`src/design/acf_pkg.sv`:
```
package acf_pkg;
	// register indices as printed, byte address is four times the index
	localparam int ADDR_W = 18;
	localparam logic [15:0] AUX_IDX = 16'h00a2;
	localparam logic [15:0] FRZ_IDX = 16'hffd0;
	localparam logic [ADDR_W-1:0] AUX_ADDR = {AUX_IDX, 2'b00};
	localparam logic [ADDR_W-1:0] FRZ_ADDR = {FRZ_IDX, 2'b00};
	// auxiliary_control fields
	localparam int AUX_SEL_BIT = 0;
	localparam int AUX_SPARE_BIT = 1;
	localparam int AUX_SOFT_RESET_REQUEST_BIT = 3;
	localparam int AUX_TA_BIT = 4;
	localparam int AUX_TB_BIT = 5;
	localparam int AUX_BRK_BIT = 6;
	localparam int AUX_CLP_BIT = 7;
	localparam logic [7:0] AUX_WMASK = 8'hf1;
	localparam logic [7:0] AUX_RST = 8'h00;
	// debug_clock_freeze fields
	localparam int FRZ_TA_BIT = 0;
	localparam int FRZ_TB_BIT = 1;
	localparam int FRZ_WD_BIT = 2;
	localparam int FRZ_RTC_BIT = 4;
	localparam logic [7:0] FRZ_WMASK = 8'h17;
	localparam logic [7:0] FRZ_RST = 8'h00;
	// debug enable bit inside user_config_word_two
	localparam int DBG_CFG_BIT = 5;
	localparam logic [15:0] DP_RST = 16'h0000;
	localparam logic [1:0] RESP_OKAY = 2'b00;
	localparam logic [1:0] RESP_DECERR = 2'b11;
	localparam int DBG_PINS = 3;

	typedef enum logic [1:0] {
		WS_IDLE = 2'b00,
		WS_ADDR = 2'b01,
		WS_RESP = 2'b11,
		WS_DATA = 2'b10
	} acf_wstate_t;

	// core-side data pointer operation
	typedef struct packed {
		logic inc;
		logic load;
		logic wr_high;
		logic wr_low;
		logic [15:0] value;
	} acf_dp_op_t;

	// peripheral clock enables, high means clocked
	typedef struct packed {
		logic rtc;
		logic watchdog;
		logic timer_b;
		logic timer_a;
	} acf_clk_en_t;
endpackage : acf_pkg

```
`src/design/acf_data_pointer_bank.sv`:
```
`timescale 1ns/100ps
module acf_data_pointer_bank
	import acf_pkg::*;
(
	input wire logic aclk,
	input wire logic aresetn,
	input wire logic pointer_select,
	input acf_dp_op_t dp_op,
	output logic [15:0] pointer_q
);
	logic [15:0] ptr_reg [2];
	logic [15:0] rd_reg;

	// only the selected entry moves, the other one is held untouched
	for (genvar i = 0; i < 2; i++) begin : g_ptr
		always_ff @(posedge aclk) begin
			if (!aresetn) begin
				ptr_reg[i] <= DP_RST;
			end else if (pointer_select == 1'(i)) begin
				if (dp_op.load) begin
					ptr_reg[i] <= dp_op.value;
				end else if (dp_op.inc) begin
					ptr_reg[i] <= ptr_reg[i] + 16'h0001;
				end else begin
					if (dp_op.wr_high) begin
						ptr_reg[i][15:8] <= dp_op.value[15:8];
					end
					if (dp_op.wr_low) begin
						ptr_reg[i][7:0] <= dp_op.value[7:0];
					end
				end
			end
		end
	end

	// registered read port, shows the selected entry one cycle late
	always_ff @(posedge aclk) begin
		if (!aresetn) begin
			rd_reg <= DP_RST;
		end else begin
			rd_reg <= ptr_reg[pointer_select];
		end
	end
	assign pointer_q = rd_reg;
endmodule : acf_data_pointer_bank

```
`src/design/acf_aux_ctrl.sv`:
```
`timescale 1ns/100ps
module acf_aux_ctrl
	import acf_pkg::*;
(
	input wire logic aclk,
	input wire logic aresetn,
	input wire logic awvalid,
	output logic awready,
	input wire logic [ADDR_W-1:0] awaddr,
	input wire logic wvalid,
	output logic wready,
	input wire logic [31:0] wdata,
	input wire logic [3:0] wstrb,
	output logic bvalid,
	input wire logic bready,
	output logic [1:0] bresp,
	input wire logic arvalid,
	output logic arready,
	input wire logic [ADDR_W-1:0] araddr,
	output logic rvalid,
	input wire logic rready,
	output logic [31:0] rdata,
	output logic [1:0] rresp,
	input acf_dp_op_t dp_op,
	output logic [15:0] data_pointer,
	input wire logic timer_a_overflow,
	input wire logic timer_b_overflow,
	output logic timer_a_toggle_pin,
	output logic timer_b_toggle_pin,
	input wire logic uart_break_detect,
	output logic chip_reset_pulse,
	output logic isp_boot_request,
	output logic clock_low_power_select,
	input wire logic monitor_active,
	output acf_clk_en_t periph_clk_en,
	input wire logic reset_event,
	input wire logic [7:0] user_config_word_two,
	input wire logic sclk_pullup,
	input wire logic sdat_pullup,
	input wire logic debugger_present,
	output logic debug_mode
);
	acf_wstate_t ws_reg, ws_next;
	logic awready_reg, wready_reg, bvalid_reg, arready_reg, rvalid_reg;
	logic [1:0] bresp_reg, rresp_reg;
	logic [31:0] rdata_reg;
	logic [ADDR_W-1:0] awaddr_reg;
	logic [7:0] wdata_reg;
	logic wstrb0_reg;
	logic [7:0] aux_reg, frz_reg;
	logic ta_pin_reg, tb_pin_reg, soft_reset_request_reg, isp_reg;
	acf_clk_en_t clk_en_reg;
	logic [DBG_PINS-1:0] pin_meta_reg, pin_sync_reg;
	logic debug_mode_reg, rd_was_aux_reg;

	// write channel decode
	wire aw_hs = awvalid && awready_reg;
	wire w_hs = wvalid && wready_reg;
	wire wr_commit = (ws_reg != WS_RESP) && (ws_next == WS_RESP);
	wire [ADDR_W-1:0] wr_addr = aw_hs ? awaddr : awaddr_reg;
	wire [7:0] wr_byte = w_hs ? wdata[7:0] : wdata_reg;
	wire wr_lane0 = w_hs ? wstrb[0] : wstrb0_reg;
	wire wr_is_aux = wr_addr == AUX_ADDR;
	wire wr_is_frz = wr_addr == FRZ_ADDR;
	wire wr_aux = wr_commit && wr_is_aux && wr_lane0;
	wire wr_frz = wr_commit && wr_is_frz && wr_lane0;
	// software reset comes from any aux write carrying bit 3
	wire soft_rst = wr_aux && wr_byte[AUX_SOFT_RESET_REQUEST_BIT];
	wire brk_rst = uart_break_detect && aux_reg[AUX_BRK_BIT];

	// read channel decode
	wire ar_hs = arvalid && arready_reg;
	wire rd_is_aux = araddr == AUX_ADDR;
	wire rd_is_frz = araddr == FRZ_ADDR;
	wire rvalid_next = ar_hs || (rvalid_reg && !rready);
	wire [7:0] rd_byte = rd_is_aux ? aux_reg : (rd_is_frz ? frz_reg : 8'h00);
	wire halt_now = monitor_active && debug_mode_reg;
	wire dbg_cfg = user_config_word_two[DBG_CFG_BIT];
	wire [DBG_PINS-1:0] dbg_pins_in = {debugger_present, sdat_pullup, sclk_pullup};

	// write state: address and data may land in either order
	always_comb begin
		case (ws_reg)
			WS_IDLE: begin
				if (aw_hs && w_hs) ws_next = WS_RESP;
				else if (aw_hs) ws_next = WS_ADDR;
				else if (w_hs) ws_next = WS_DATA;
				else ws_next = WS_IDLE;
			end
			WS_ADDR: ws_next = w_hs ? WS_RESP : WS_ADDR;
			WS_DATA: ws_next = aw_hs ? WS_RESP : WS_DATA;
			WS_RESP: ws_next = bready ? WS_IDLE : WS_RESP;
			default: ws_next = WS_IDLE;
		endcase
	end

	// write channel registers
	always_ff @(posedge aclk) begin
		if (!aresetn) begin
			ws_reg <= WS_IDLE;
			awready_reg <= 1'b0;
			wready_reg <= 1'b0;
			bvalid_reg <= 1'b0;
			bresp_reg <= RESP_OKAY;
		end else begin
			ws_reg <= ws_next;
			awready_reg <= (ws_next == WS_IDLE) || (ws_next == WS_DATA);
			wready_reg <= (ws_next == WS_IDLE) || (ws_next == WS_ADDR);
			bvalid_reg <= ws_next == WS_RESP;
			if (wr_commit) bresp_reg <= (wr_is_aux || wr_is_frz) ? RESP_OKAY : RESP_DECERR;
		end
	end

	// held halves of a split write, no reset needed for payload
	always_ff @(posedge aclk) begin
		if (aw_hs) awaddr_reg <= awaddr;
		if (w_hs) wdata_reg <= wdata[7:0];
		if (w_hs) wstrb0_reg <= wstrb[0];
	end

	// read channel: one read at a time, data registered at the handshake
	always_ff @(posedge aclk) begin
		if (!aresetn) begin
			arready_reg <= 1'b0;
			rvalid_reg <= 1'b0;
			rdata_reg <= 32'h0000_0000;
			rresp_reg <= RESP_OKAY;
			rd_was_aux_reg <= 1'b0;
		end else begin
			arready_reg <= !rvalid_next;
			rvalid_reg <= rvalid_next;
			if (ar_hs) begin
				rdata_reg <= {24'h00_0000, rd_byte};
				rresp_reg <= (rd_is_aux || rd_is_frz) ? RESP_OKAY : RESP_DECERR;
				rd_was_aux_reg <= rd_is_aux;
			end
		end
	end

	// control registers; masks keep bits 1..3 and unused freeze bits at zero
	always_ff @(posedge aclk) begin
		if (!aresetn) begin
			aux_reg <= AUX_RST;
			frz_reg <= FRZ_RST;
		end else begin
			if (wr_aux) aux_reg <= wr_byte & AUX_WMASK;
			if (wr_frz) frz_reg <= wr_byte & FRZ_WMASK;
		end
	end

	// soft reset leaves as a single pulse, a break request lasts while the break is seen; our own reset then clears the control registers and pointers
	always_ff @(posedge aclk) begin
		if (!aresetn) begin
			soft_reset_request_reg <= 1'b0;
			isp_reg <= 1'b0;
		end else begin
			soft_reset_request_reg <= soft_rst || brk_rst;
			isp_reg <= brk_rst;
		end
	end

	// toggle pins flip on overflow; overflow pulses come from same-clock timers
	always_ff @(posedge aclk) begin
		if (!aresetn) begin
			ta_pin_reg <= 1'b0;
			tb_pin_reg <= 1'b0;
		end else begin
			ta_pin_reg <= ta_pin_reg ^ (timer_a_overflow && aux_reg[AUX_TA_BIT]);
			tb_pin_reg <= tb_pin_reg ^ (timer_b_overflow && aux_reg[AUX_TB_BIT]);
		end
	end

	// clock gates: frozen only while the debugger runs monitor code
	always_ff @(posedge aclk) begin
		if (!aresetn) begin
			clk_en_reg <= '1;
		end else begin
			clk_en_reg.timer_a <= !(halt_now && frz_reg[FRZ_TA_BIT]);
			clk_en_reg.timer_b <= !(halt_now && frz_reg[FRZ_TB_BIT]);
			clk_en_reg.watchdog <= !(halt_now && frz_reg[FRZ_WD_BIT]);
			clk_en_reg.rtc <= !(halt_now && frz_reg[FRZ_RTC_BIT]);
		end
	end

	// debugger pins are asynchronous, two stages before use
	for (genvar i = 0; i < DBG_PINS; i++) begin : g_sync
		always_ff @(posedge aclk) begin
			if (!aresetn) begin
				pin_meta_reg[i] <= 1'b0;
				pin_sync_reg[i] <= 1'b0;
			end else begin
				pin_meta_reg[i] <= dbg_pins_in[i];
				pin_sync_reg[i] <= pin_meta_reg[i];
			end
		end
	end

	// debug mode is decided only at a power-on or external reset event
	always_ff @(posedge aclk) begin
		if (!aresetn) begin
			debug_mode_reg <= 1'b0;
		end else if (reset_event) begin
			debug_mode_reg <= dbg_cfg && (&pin_sync_reg);
		end
	end

	acf_data_pointer_bank u_data_pointer (
		.aclk(aclk),
		.aresetn(aresetn),
		.pointer_select(aux_reg[AUX_SEL_BIT]),
		.dp_op(dp_op),
		.pointer_q(data_pointer)
	);

	// outputs straight from flops
	assign awready = awready_reg;
	assign wready = wready_reg;
	assign bvalid = bvalid_reg;
	assign bresp = bresp_reg;
	assign arready = arready_reg;
	assign rvalid = rvalid_reg;
	assign rdata = rdata_reg;
	assign rresp = rresp_reg;
	assign timer_a_toggle_pin = ta_pin_reg;
	assign timer_b_toggle_pin = tb_pin_reg;
	assign chip_reset_pulse = soft_reset_request_reg;
	assign isp_boot_request = isp_reg;
	assign clock_low_power_select = aux_reg[AUX_CLP_BIT];
	assign periph_clk_en = clk_en_reg;
	assign debug_mode = debug_mode_reg;
endmodule : acf_aux_ctrl

```
`config.mk`:
```
export PLATFORM = sky130hd
export DESIGN_NAME = acf_aux_ctrl
export DESIGN_NICKNAME = d
export VERILOG_FILES = /design/src/design/acf_pkg.sv /design/src/design/acf_data_pointer_bank.sv /design/src/design/acf_aux_ctrl.sv
export SDC_FILE = /design/constraint.sdc
export NUM_CORES = 1
export LEC_CHECK = 0
export ABC_AREA = 1
export BUFFER_PORTS_ARGS = -buffer_cell sky130_fd_sc_hd__buf_4
export CAP_MARGIN = 20
export CORE_ASPECT_RATIO = 1.75
export CORE_MARGIN = 8
export CORE_UTILIZATION = 40
export DETAILED_ROUTE_END_ITERATION = 10
export HOLD_SLACK_MARGIN = 0.1
export PLACE_DENSITY = 0.75
export SYNTH_ARGS = -nofsm -noshare
export SYNTH_HDL_FRONTEND = slang
export SYNTH_HIERARCHICAL = 1
export SYNTH_SLANG_ARGS = --single-unit
```
`constraint.sdc`:
```
create_clock -name aclk -period 2.8 [get_ports aclk]
set_input_delay 0.84 -clock aclk [delete_from_list [all_inputs] [get_ports aclk]]
set_output_delay 0.84 -clock aclk [all_outputs]
set_load 0.005 [all_outputs]
```
* Word level (Yosys, flattened, before mapping)
Memories as Yosys holds them, arrays and structs flattened. A register that Yosys moved wholly into a read port is not among the register bits. Index checks and enable logic that the tools add are counted. Widths: inputs -> output; s select.
Operators by class: multiply operators 0, equality and inequality tests 11, muxes and demuxes 56, shift operators 0, $add $sub $neg 2, divide/modulo/power cells 0, bitwise logic cells 10, order comparisons 0, reductions and logical operators 36
Operators by type and width (count):
- $mux 16 | 4
- $mux 8 | 6
- $eq 18x10->1 const B | 2
- $eq 18x18->1 const B | 2
- $mux 1 | 36
- $add 16x1->16 const B | 2
- $logic_and 1x1->1 | 20
- $mux 18 | 1
- $mux 2 | 7
- $eq 2x2->1 const B | 4
- $or 1x1->1 | 8
- $pmux 2 s4 | 1
- $logic_not 1->1 | 7
- $logic_or 1x1->1 | 6
- $mux 5 | 1
- $eq 2x1->1 const B | 2
- $logic_not 2->1 | 2
- $reduce_and 3->1 | 1
- $ne 2x2->1 const B | 1
- $xor 1x1->1 | 2
Word-level totals: memories kept 1, bits in latches 0, flip-flop bits (word level) 70, memory bits (writable) 32, output and inout port bits 67, input bits 115, memory bits (read-only) 0
Memories:
- u_data_pointer.ptr_reg | words 2, width 16, rd ports 3, clocked after memory_dff 1, write ports 2, RTL line acf_data_pointer_bank.sv:11 | logic [15:0] ptr_reg [2];

* Logic depth before layout (Yosys ltp)
Gate-level depths: netlist of the first run.
word-level depth 11, mapped depth 13, depth with buffers taken out 11

* Cells and area by module
Netlist of the first run, hierarchy kept.
Modules (own cells, without submodules):
- acf_aux_ctrl | cells an instance 455, area an instance 3279.4 sq um, instances 1
- acf_data_pointer_bank | cells an instance 360, area an instance 2713.9 sq um, instances 1

* Worst setup path after synthesis of the first run
OpenSTA, ideal clock, no wires.
kind input -> register, from in wvalid, to reg frz_reg[0], path slack 0.752 ns, buffers on the path 1, cell stages on the path 10, required time 2.690 ns, data arrival time 1.938 ns, path through nand2_1 -> inv_2 -> or2_2 -> o21ai_0 -> nor2_2 -> buf_4 -> nand3_2 -> nand2_1 -> inv_1 -> nor2_1
On the way: word-level cells in the longest chain between the ends 9, elaborated cells between the ends (all ways) 13, those cells by class eq/ne (1); mux (7); reduce/logical (5)
RTL lines:
- start, declared | RTL line acf_aux_ctrl.sv:10 | input wire logic wvalid,
- $logic_and 1x1->1 * | RTL line acf_aux_ctrl.sv:58 | wire w_hs = wvalid && wready_reg;
- $mux 2 | RTL line acf_aux_ctrl.sv:87 | else if (w_hs) ws_next = WS_DATA;
- $mux 2 | RTL line acf_aux_ctrl.sv:86 | else if (aw_hs) ws_next = WS_ADDR;
- $mux 2 | RTL line acf_aux_ctrl.sv:85 | if (aw_hs && w_hs) ws_next = WS_RESP;
- $pmux 2 s4 | RTL line acf_aux_ctrl.sv:83 | case (ws_reg)
- $eq 2x2->1 | RTL line acf_aux_ctrl.sv:59 | wire wr_commit = (ws_reg != WS_RESP) && (ws_next == WS_RESP);
- $logic_and 1x1->1 | RTL line acf_aux_ctrl.sv:59
- $logic_and 1x1->1 (2 in series) | RTL line acf_aux_ctrl.sv:66 | wire wr_frz = wr_commit && wr_is_frz && wr_lane0;
- end signal, assigned | RTL line acf_aux_ctrl.sv:147 | if (wr_frz) frz_reg <= wr_byte & FRZ_WMASK;
- end, declared | RTL line acf_aux_ctrl.sv:50 | logic [7:0] aux_reg, frz_reg;
Mark *: on every way between the ends. The rest lies on a longest branch, timed or not. A chain may end at the register's enable or synchronous reset.

* Worst setup path in the final report of the first run
from reg awready_reg (netlist: awready), to out awready
RTL lines:
- start, declared | RTL line acf_aux_ctrl.sv:44 | logic awready_reg, wready_reg, bvalid_reg, arready_reg, rvalid_reg;
- start signal, assigned | RTL line acf_aux_ctrl.sv:107 | awready_reg <= (ws_next == WS_IDLE) || (ws_next == WS_DATA);
- end, declared | RTL line acf_aux_ctrl.sv:8 | output logic awready,
No word-level cell between the ends.

==> flow_summary.toml, run 1 <==
[synthesis]
synth_warnings = 6
ys_seq_area_share_pct = 43.76
netlist_area_sq_um = 5993
ys_ff_latch = 115
syn_avg_cell_area_sq_um = 7.354
syn_inst = 815
synth_cell_types = 42

[power]
p_per_area_nw_per_um2 = 614.0
comb_power_share_pct = 13.7
leakage_nw = 3.700
power.internal_mw = 3.368
peakVddDrop_uv = 414.4
switching_share_pct = 27.09
seqPwrFrac_pct = 41.9
power_frac_clock_pct = 44.4
p_sw_mw = 1.252

[sta]
max_freq_mhz = 463.1
whs_ns = 0.4089
final.setup.tns_ns = 0
hold_viol = 0
maxSlewViolCount = 0
setup_viol = 0
maxSlewHeadroom_pct = 62.99
min_period_over_period_pct = 77.11
tightest_slew_ns = 0.5552
skew_ns = 0.01014
rsz0062_at_grt = "no"
fin_crit_ns = 2.159

[clocking]
root_buffer = "clkbuf_16"
cts_buffer_depth = 2
holdBufCountCts = 0
htreeDepth = 4
cts.sinks = 115
cts_resized = 0
cts_setup_buffers = 0
insertion_delay_ns = 0.41
cts_tree = "built"
cts_buffers = 17
path_clk_slew_ns = 0.06

[worst_hold_path]
hold_class = "register to register"

[routing]
avgViaCountPerCell = 4.846
m1WireLength_microns = 5468
dr_wl_met2_microns = 9397
wl_met3_microns = 1203
wl_microns = 16650
vias = 5510
route.detailed.drc = 0
wl_per_cell_microns = 14.64
ant_nets = 0
first_pass_iters = 5
routed.top_layer = "met4"
drtIter0Drc = 330

[placed_design]
place_hpwl_microns = 13130
place_congestion = 0.9479
io_buffers = 122
dpl.cell_count = 1105
place_area_sq_um = 6953

[floorplanning]
start_util_pct = 40.59
core-area_sq_um = 14760
die_h_microns = 177.9
ios = 182
die_x_microns = 108.5
die-area_sq_um = 19310
rows = 59

[worst_setup_path]
worst_setup_path_start_kind = "register"
cp.required_ns = 1.96
worstPathArrival_ns = 1.32
cp-end-kind = "output pin"
worstPathMaxFanout = 26
critPathKind = "register to output pin"

[layout]
fin_area_sq_um = 7525
finalNetCount = 1058
fill_cells = 1462
final_cell_mix = "182 x nand2_1, 129 x buf_4, 122 x inv_1"
final_layout_size_suffix_gt1_share_pct = 23.48
area_delta_synth_final_pct = 25.55
diodes = 0
final_common_cell = "nand2_1"
largest_reg_flops = 32
fin_cells = 1137

[global_route]
track_usage_pct = 17.72
grt_start_max_net_pins = 34
grt_pass1_vias = 5617
grt_pass1_wl_microns = 26580
grt_antenna_before_repair = 0
grt-ovfl-total = 0

[status]
status = "finished clean"

[flow_run]
cap_viol_max_count = 0
## per-layer routing
layer  vias to the layer above  GRT usage (%)
met2                       214          34.29
met5                         -              0
met3                        45          4.836
li1                       2799              -
met1                      2452          16.04
met4                         0          8.950
## worst paths after layout
path         depth (start not counted)                                       start                                           to  slack [ns]
max                                  2                          awready$_SDFF_PN0_                                      awready        0.64
min                                  2                  pin_meta_reg[0]$_SDFF_PN0_                   pin_sync_reg[0]$_SDFF_PN0_        0.41
min reg2reg                          2                  pin_meta_reg[0]$_SDFF_PN0_                   pin_sync_reg[0]$_SDFF_PN0_        0.41
max reg2reg                          8  u_data_pointer/ptr_reg[1][1]$_SDFFCE_PN0P_  u_data_pointer/ptr_reg[1][10]$_SDFFCE_PN0P_        0.92
## power groups by stage
stage / logic, mW / registers (mW) / clock network [mW]
global placement: 0.619 / 1.96 / 0
floorplan: 0.437 / 1.95 / 0
detailed placement: 0.632 / 1.97 / 0
global route: 0.710 / 1.95 / 2.18
CTS: 0.636 / 1.93 / 2.09
finish: 0.632 / 1.93 / 2.05
## final cells by class
type / instances / area [sq um] / share of cell area, %
multi-input combinational: 545 / 2630 / 34.95
sequential: 115 / 2623 / 34.85
timing repair buffer: 129 / 968.4 / 12.87
inverter: 133 / 503.0 / 6.684
clock buffer: 20 / 478.0 / 6.352
tap: 183 / 229.0 / 3.043
clock inverter: 12 / 93.84 / 1.247
## metrics by stage
stage	utilization, %	total power, mW	worst slack, ns
floorplan	-	2.390	0.7518
global placement	47.09	2.583	0.4007
detailed placement	47.09	2.602	0.3364
CTS	50.97	4.665	0.6228
global route	50.97	4.843	0.5594
finish	50.97	4.620	0.6408
## logic make-up after synthesis
kind of cell / after synthesis / synth area share [%]
and+or+nand+nor: 415 / 32.32
buffers and inverters: 179 / 13.86
adders and majority gates: 2 / 0.4175
xor gates and xnor gates: 5 / 0.7307
AOI/OAI and AO/OA: 98 / 8.852
DFF: 115 / 43.76
other: 1 / 0.06257
## synth_stat cells, drive strengths merged
cell type / number / area, sq um
or2: 10 / 62.56
a22o: 1 / 8.760
xor2: 4 / 35.03
nor2: 106 / 474.2
o22ai: 9 / 56.30
conb: 1 / 3.750
nor3: 5 / 36.29
a211oi: 3 / 22.52
a31oi: 1 / 6.260
clkinv: 2 / 8.750
o21ai: 60 / 307.8
nand4: 20 / 125.1
inv: 131 / 494.2
buf: 39 / 301.5
nor4: 1 / 6.260
edfxtp: 32 / 960.9
o21bai: 1 / 7.510
a21oi: 22 / 113.9
o211ai: 1 / 7.510
nand3: 69 / 372.9
xnor2: 1 / 8.760
ha: 2 / 25.02
dfxtp: 83 / 1662
clkbuf: 7 / 26.28
nand2: 204 / 859.6
## worst max-delay path: stages (launching register included)
cell and delay (ns):
dfxtp_1 0.43, buf_4 0.32, buf_4 0.17
No activity file was read; power rests on OpenSTA's default activity.
==> inputs of run 2 (changes only) <==
- clock period: 2.8 -> 2.1 ns (I/O delays scaled with it)
==> run 2 against run 1 <==
Compared with the run above:
- via count increased by 1.2%
- highest routed layer unchanged
- design area up 1.7%
- sequential share of layout area is 0.58 points lower
- non-clock buffer count up 13
- routed wire length increased by 1.5%
- critical endpoint is now u_data_pointer/ptr_reg[1][10]$_SDFFCE_PN0P_
==> flow_summary.toml, run 2 (synthesis gave the netlist of run 1 again) <==
[worst_setup_path]
worst_setup_path_start_kind = "register"
crit_slowest_cell = "nor2_1"
cp_cell_sequence = "ha_1, nand2_1, nor2_1, nand2_1, o21ai_1, nand3_1, nand2_1, inv_1"
worstPathMaxFanout = 4
cp.required_ns = 2.25
critPathKind = "register to register"
cpPeakStageDelay_ns = 0.41
cp.buffers_inverters = 1
worstPathArrival_ns = 2.11
cp_common_cell = "nand2_1"
crit_family = "simple AND/OR/NAND/NOR gates"
cp-end-kind = "register"

[layout]
final_cell_mix = "182 x nand2_1, 139 x buf_4, 122 x inv_1"
final_layout_size_suffix_gt1_share_pct = 24.22
multi_input_area_sq_um = 2630
seqCellArea_sq_um = 2623
largest_reg_flops = 32
diodes = 0
finalNetCount = 1071
fin_cells = 1149
area_delta_synth_final_pct = 27.68
final_common_cell = "nand2_1"
fill_cells = 1425

[global_route]
track_usage_pct = 17.72
grt_pass1_wl_microns = 26430
grt_start_max_net_pins = 27
grt_antenna_before_repair = 0
grt-ovfl-total = 0
grt_pass1_vias = 5543

[floorplanning]
die_h_microns = 177.9
core-area_sq_um = 14760
die-area_sq_um = 19310
rows = 59
ios = 182
die_x_microns = 108.5
start_util_pct = 40.59

[power]
power_mw = 6.179
p_per_area_nw_per_um2 = 807.5
peakVddDrop_uv = 492.3
leakage_nw = 3.766

[status]
status = "finished clean"

[routing]
first_pass_iters = 5
vias = 5576
avgViaCountPerCell = 4.853
ant_nets = 0
route.detailed.drc = 0
drtIter0Drc = 265
wl_per_cell_microns = 14.70
wl_microns = 16900

[clocking]
root_buffer = "clkbuf_16"
cts_buffers = 17
htreeDepth = 4
path_clk_slew_ns = 0.06
holdBufCountCts = 0
cts_tree = "built"
cts_buffer_depth = 2
cts.sinks = 115
cts_resized = 0
cts_setup_buffers = 0
insertion_delay_ns = 0.41

[sta]
hold_viol = 0
max_freq_mhz = 511.9
skew_ns = 0.01178
min_period_over_period_pct = 93.02
whs_ns = 0.4017
setup_viol = 0
tightest_slew_ns = 0.5858
maxSlewViolCount = 0
final.setup.tns_ns = 0
fin_crit_ns = 1.953
rsz0062_at_grt = "no"
maxSlewHeadroom_pct = 60.94

[flow_run]
cap_viol_max_count = 0

[placed_design]
place_hpwl_microns = 13530
place_congestion = 0.9200
io_buffers = 122
dpl.cell_count = 1118

[worst_hold_path]
hold_class = "register to register"
-- run 2: cell count changes in the layout (fill, tap and decap cells not counted) --
cell	delta
clkbuf_16	+1
clkinvlp_4	+1
clkbuf_1	+2
inv_8	-1
clkinv_2	-1
buf_4	+10
buf_12	+3
clkinv_4	-2
clkbuf_8	-1
-- run 2: power by group --
part / switching, mW / leakage [nW] / internal [mW]
clock: 1.05 / 0.274 / 1.68
sequential: 0.104 / 1.03 / 2.48
combinational: 0.492 / 2.46 / 0.375
total: 1.64 / 3.77 / 4.54
-- run 2: cell type report --
type | count | area share (%)
multi-input combinational | 545 | 34.37
sequential | 115 | 34.27
timing repair buffer | 142 | 14.42
inverter | 133 | 6.573
clock buffer | 22 | 6.491
tap | 183 | 2.992
clock inverter | 9 | 0.8829
-- run 2: worst register-to-register path, stage by stage (launching register included) --
cell	delay, ns
edfxtp_1	0.40
ha_1	0.21
nand2_1	0.12
nor2_1	0.41
nand2_1	0.16
o21ai_1	0.18
nand3_1	0.10
nand2_1	0.08
inv_1	0.05
-- run 2: worst paths after layout --
| check | startpoint | end | slack [ns] | cells after the start |
|---|---|---|---|---|
| min reg2reg | pin_meta_reg[0]$_SDFF_PN0_ | pin_sync_reg[0]$_SDFF_PN0_ | 0.40 | 2 |
| max reg2reg | u_data_pointer/ptr_reg[1][1]$_SDFFCE_PN0P_ | u_data_pointer/ptr_reg[1][10]$_SDFFCE_PN0P_ | 0.15 | 8 |
| max | u_data_pointer/ptr_reg[1][1]$_SDFFCE_PN0P_ | u_data_pointer/ptr_reg[1][10]$_SDFFCE_PN0P_ | 0.15 | 8 |
| min | pin_meta_reg[0]$_SDFF_PN0_ | pin_sync_reg[0]$_SDFF_PN0_ | 0.40 | 2 |
-- run 2: stage by stage --
step / util, % / instance area, sq um / setup slack, ns
finish: 51.83 / 7652 / 0.1465
global route: 51.83 / 7652 / 0.04027
CTS: 51.83 / 7652 / 0.1320
detailed placement: 48.01 / 7088 / 0.01871
global placement: 48.01 / 7088 / 0.04019
floorplan: - / 6083 / 0.2618
-- run 2: per-layer routing --
metal / vias to the layer above / GRT usage, % / wire length, microns
met5: - / 0 / 0
met4: 0 / 10.61 / 791
met3: 51 / 4.473 / 1043
met2: 207 / 33.44 / 9416
met1: 2503 / 16.35 / 5644
li1: 2815 / - / -
==> inputs of run 3 (changes only) <==
- CORE_ASPECT_RATIO: 1.75 -> default
==> run 3 against run 2 <==
Compared with the run above:
- flip-flop and latch count unchanged
- non-clock buffer count fell by 10
- clock skew down 0.0024 ns
- global-route usage is 1.5 points lower
- setup slack lost 0.0033 ns
- sequential power barely moved
- power increased by 2.6%
- critical path depth down 6
- design area fell by 0.65%
- clock-buffer cell count unchanged
- critical path type is now register to output pin
- largest power group unchanged
==> flow_summary.toml, run 3 (synthesis gave the netlist of run 1 again) <==
[routing]
route.detailed.drc = 0
avgViaCountPerCell = 4.700
wl_per_cell_microns = 13.68
first_pass_iters = 5
drtIter0Drc = 411
vias = 5363
wl_microns = 15600
ant_nets = 0

[sta]
timing.final.ws_setup_ns = 0.1432
max_freq_mhz = 511.0
fin_crit_ns = 1.957
rsz0062_at_grt = "no"
setup_viol = 0
maxSlewViolCount = 0
whs_ns = 0.3889
hold_viol = 0
final.setup.tns_ns = 0
min_period_over_period_pct = 93.18
skew_ns = 0.009348

[clocking]
root_buffer = "clkbuf_16"
path_clk_slew_ns = 0.06
insertion_delay_ns = 0.42
cts_tree = "built"
cts_buffer_depth = 2
holdBufCountCts = 0
cts.sinks = 115
htreeDepth = 4
cts_buffers = 17

[global_route]
grt_use_met1_pct = 18.66
grt_pass1_wl_microns = 25630
gr-usage-met2_pct = 26.90
grt_antenna_before_repair = 0
use_met3_pct = 5.959
grt-ovfl-total = 0
grt_pass1_vias = 5413
grt_start_max_net_pins = 34
top_usage_layer = "met2"
track_usage_pct = 16.20

[placed_design]
pre_cts_ws_ns = -0.1028
dpl.cell_count = 1109
place_hpwl_microns = 11890
place_congestion = 0.9210
io_buffers = 122
place_area_sq_um = 6989

[power]
peakVddDrop_uv = 565.6
p_per_area_nw_per_um2 = 833.6
leakage_nw = 3.732

[worst_hold_path]
hold_class = "input port to register"
min_from = "sdat_pullup"

[layout]
final_common_cell = "nand2_1"
multi_input_area_sq_um = 2635
final_cell_mix = "182 x nand2_1, 131 x buf_4, 122 x inv_1"
diodes = 0
seqCellArea_sq_um = 2623
largest_reg_flops = 32
fin_cells = 1141
fill_cells = 1394
finalNetCount = 1061
area_delta_synth_final_pct = 26.85
fin_area_sq_um = 7602
final_layout_size_suffix_gt1_share_pct = 23.62

[worst_setup_path]
worstPathMaxFanout = 26
r2r_slack_ns = 0.28
worst_setup_path_start_kind = "register"
critPathKind = "register to output pin"
regToRegStartpoint = "awready$_SDFF_PN0_"
cp.required_ns = 1.47
startpoint = "awready$_SDFF_PN0_"
cp-end-kind = "output pin"
worstPathArrival_ns = 1.33

[floorplanning]
rows = 44
ios = 182
die-area_sq_um = 19160
die_x_microns = 138.4
core-area_sq_um = 14590
start_util_pct = 41.08
die_h_microns = 138.4

[status]
status = "finished clean"

[flow_run]
cap_viol_max_count = 0
[run 3: critical path, stage by stage (launching register included)]
cell and delay [ns]:
dfxtp_1 0.43, buf_4 0.31, buf_4 0.17
[run 3: cell type report]
class,count,area share (%)
clock buffer,22,6.814
clock inverter,10,1.185
inverter,133,6.616
multi-input combinational,545,34.66
sequential,115,34.50
tap,184,3.028
timing repair buffer,132,13.20
[run 3: path summary, 6_finish.rpt]
check | end | cells after the start
worst max-delay path | awready | 2
worst min-delay path | pin_meta_reg[1]$_SDFF_PN0_ | 3
worst max register to register | frz_reg[1]$_SDFFE_PN0P_ | 11
worst min register to register | pin_sync_reg[0]$_SDFF_PN0_ | 2
[run 3: where the power goes]
part,switching [mW],internal (mW)
Clock,1.04,1.87
Combinational,0.485,0.362
Sequential,0.104,2.48
Total,1.63,4.71
[run 3: metrics by stage]
step           util, %  total power [mW]
6_report         52.11             6.337
3_3_place_gp     47.91             3.434
2_1_floorplan        -             3.187
5_1_grt          52.11             6.633
3_5_place_dp     47.91             3.459
4_1_cts          52.08             6.382
[run 3: layer usage]
| layer | vias to the layer above | share of wire, % |
|---|---|---|
| met2 | 175 | 48 |
| met1 | 2378 | 43 |
| li1 | 2798 | - |
| met3 | 12 | 7.5 |
| met5 | - | 0 |
| met4 | 0 | 0.81 |
[run 3: repair_timing]
action	4_1_cts	5_1_grt
setup buffers	0	0
gates resized for setup	0	1
hold endpoints to repair	0	0
endpoints found under the setup margin	0	2
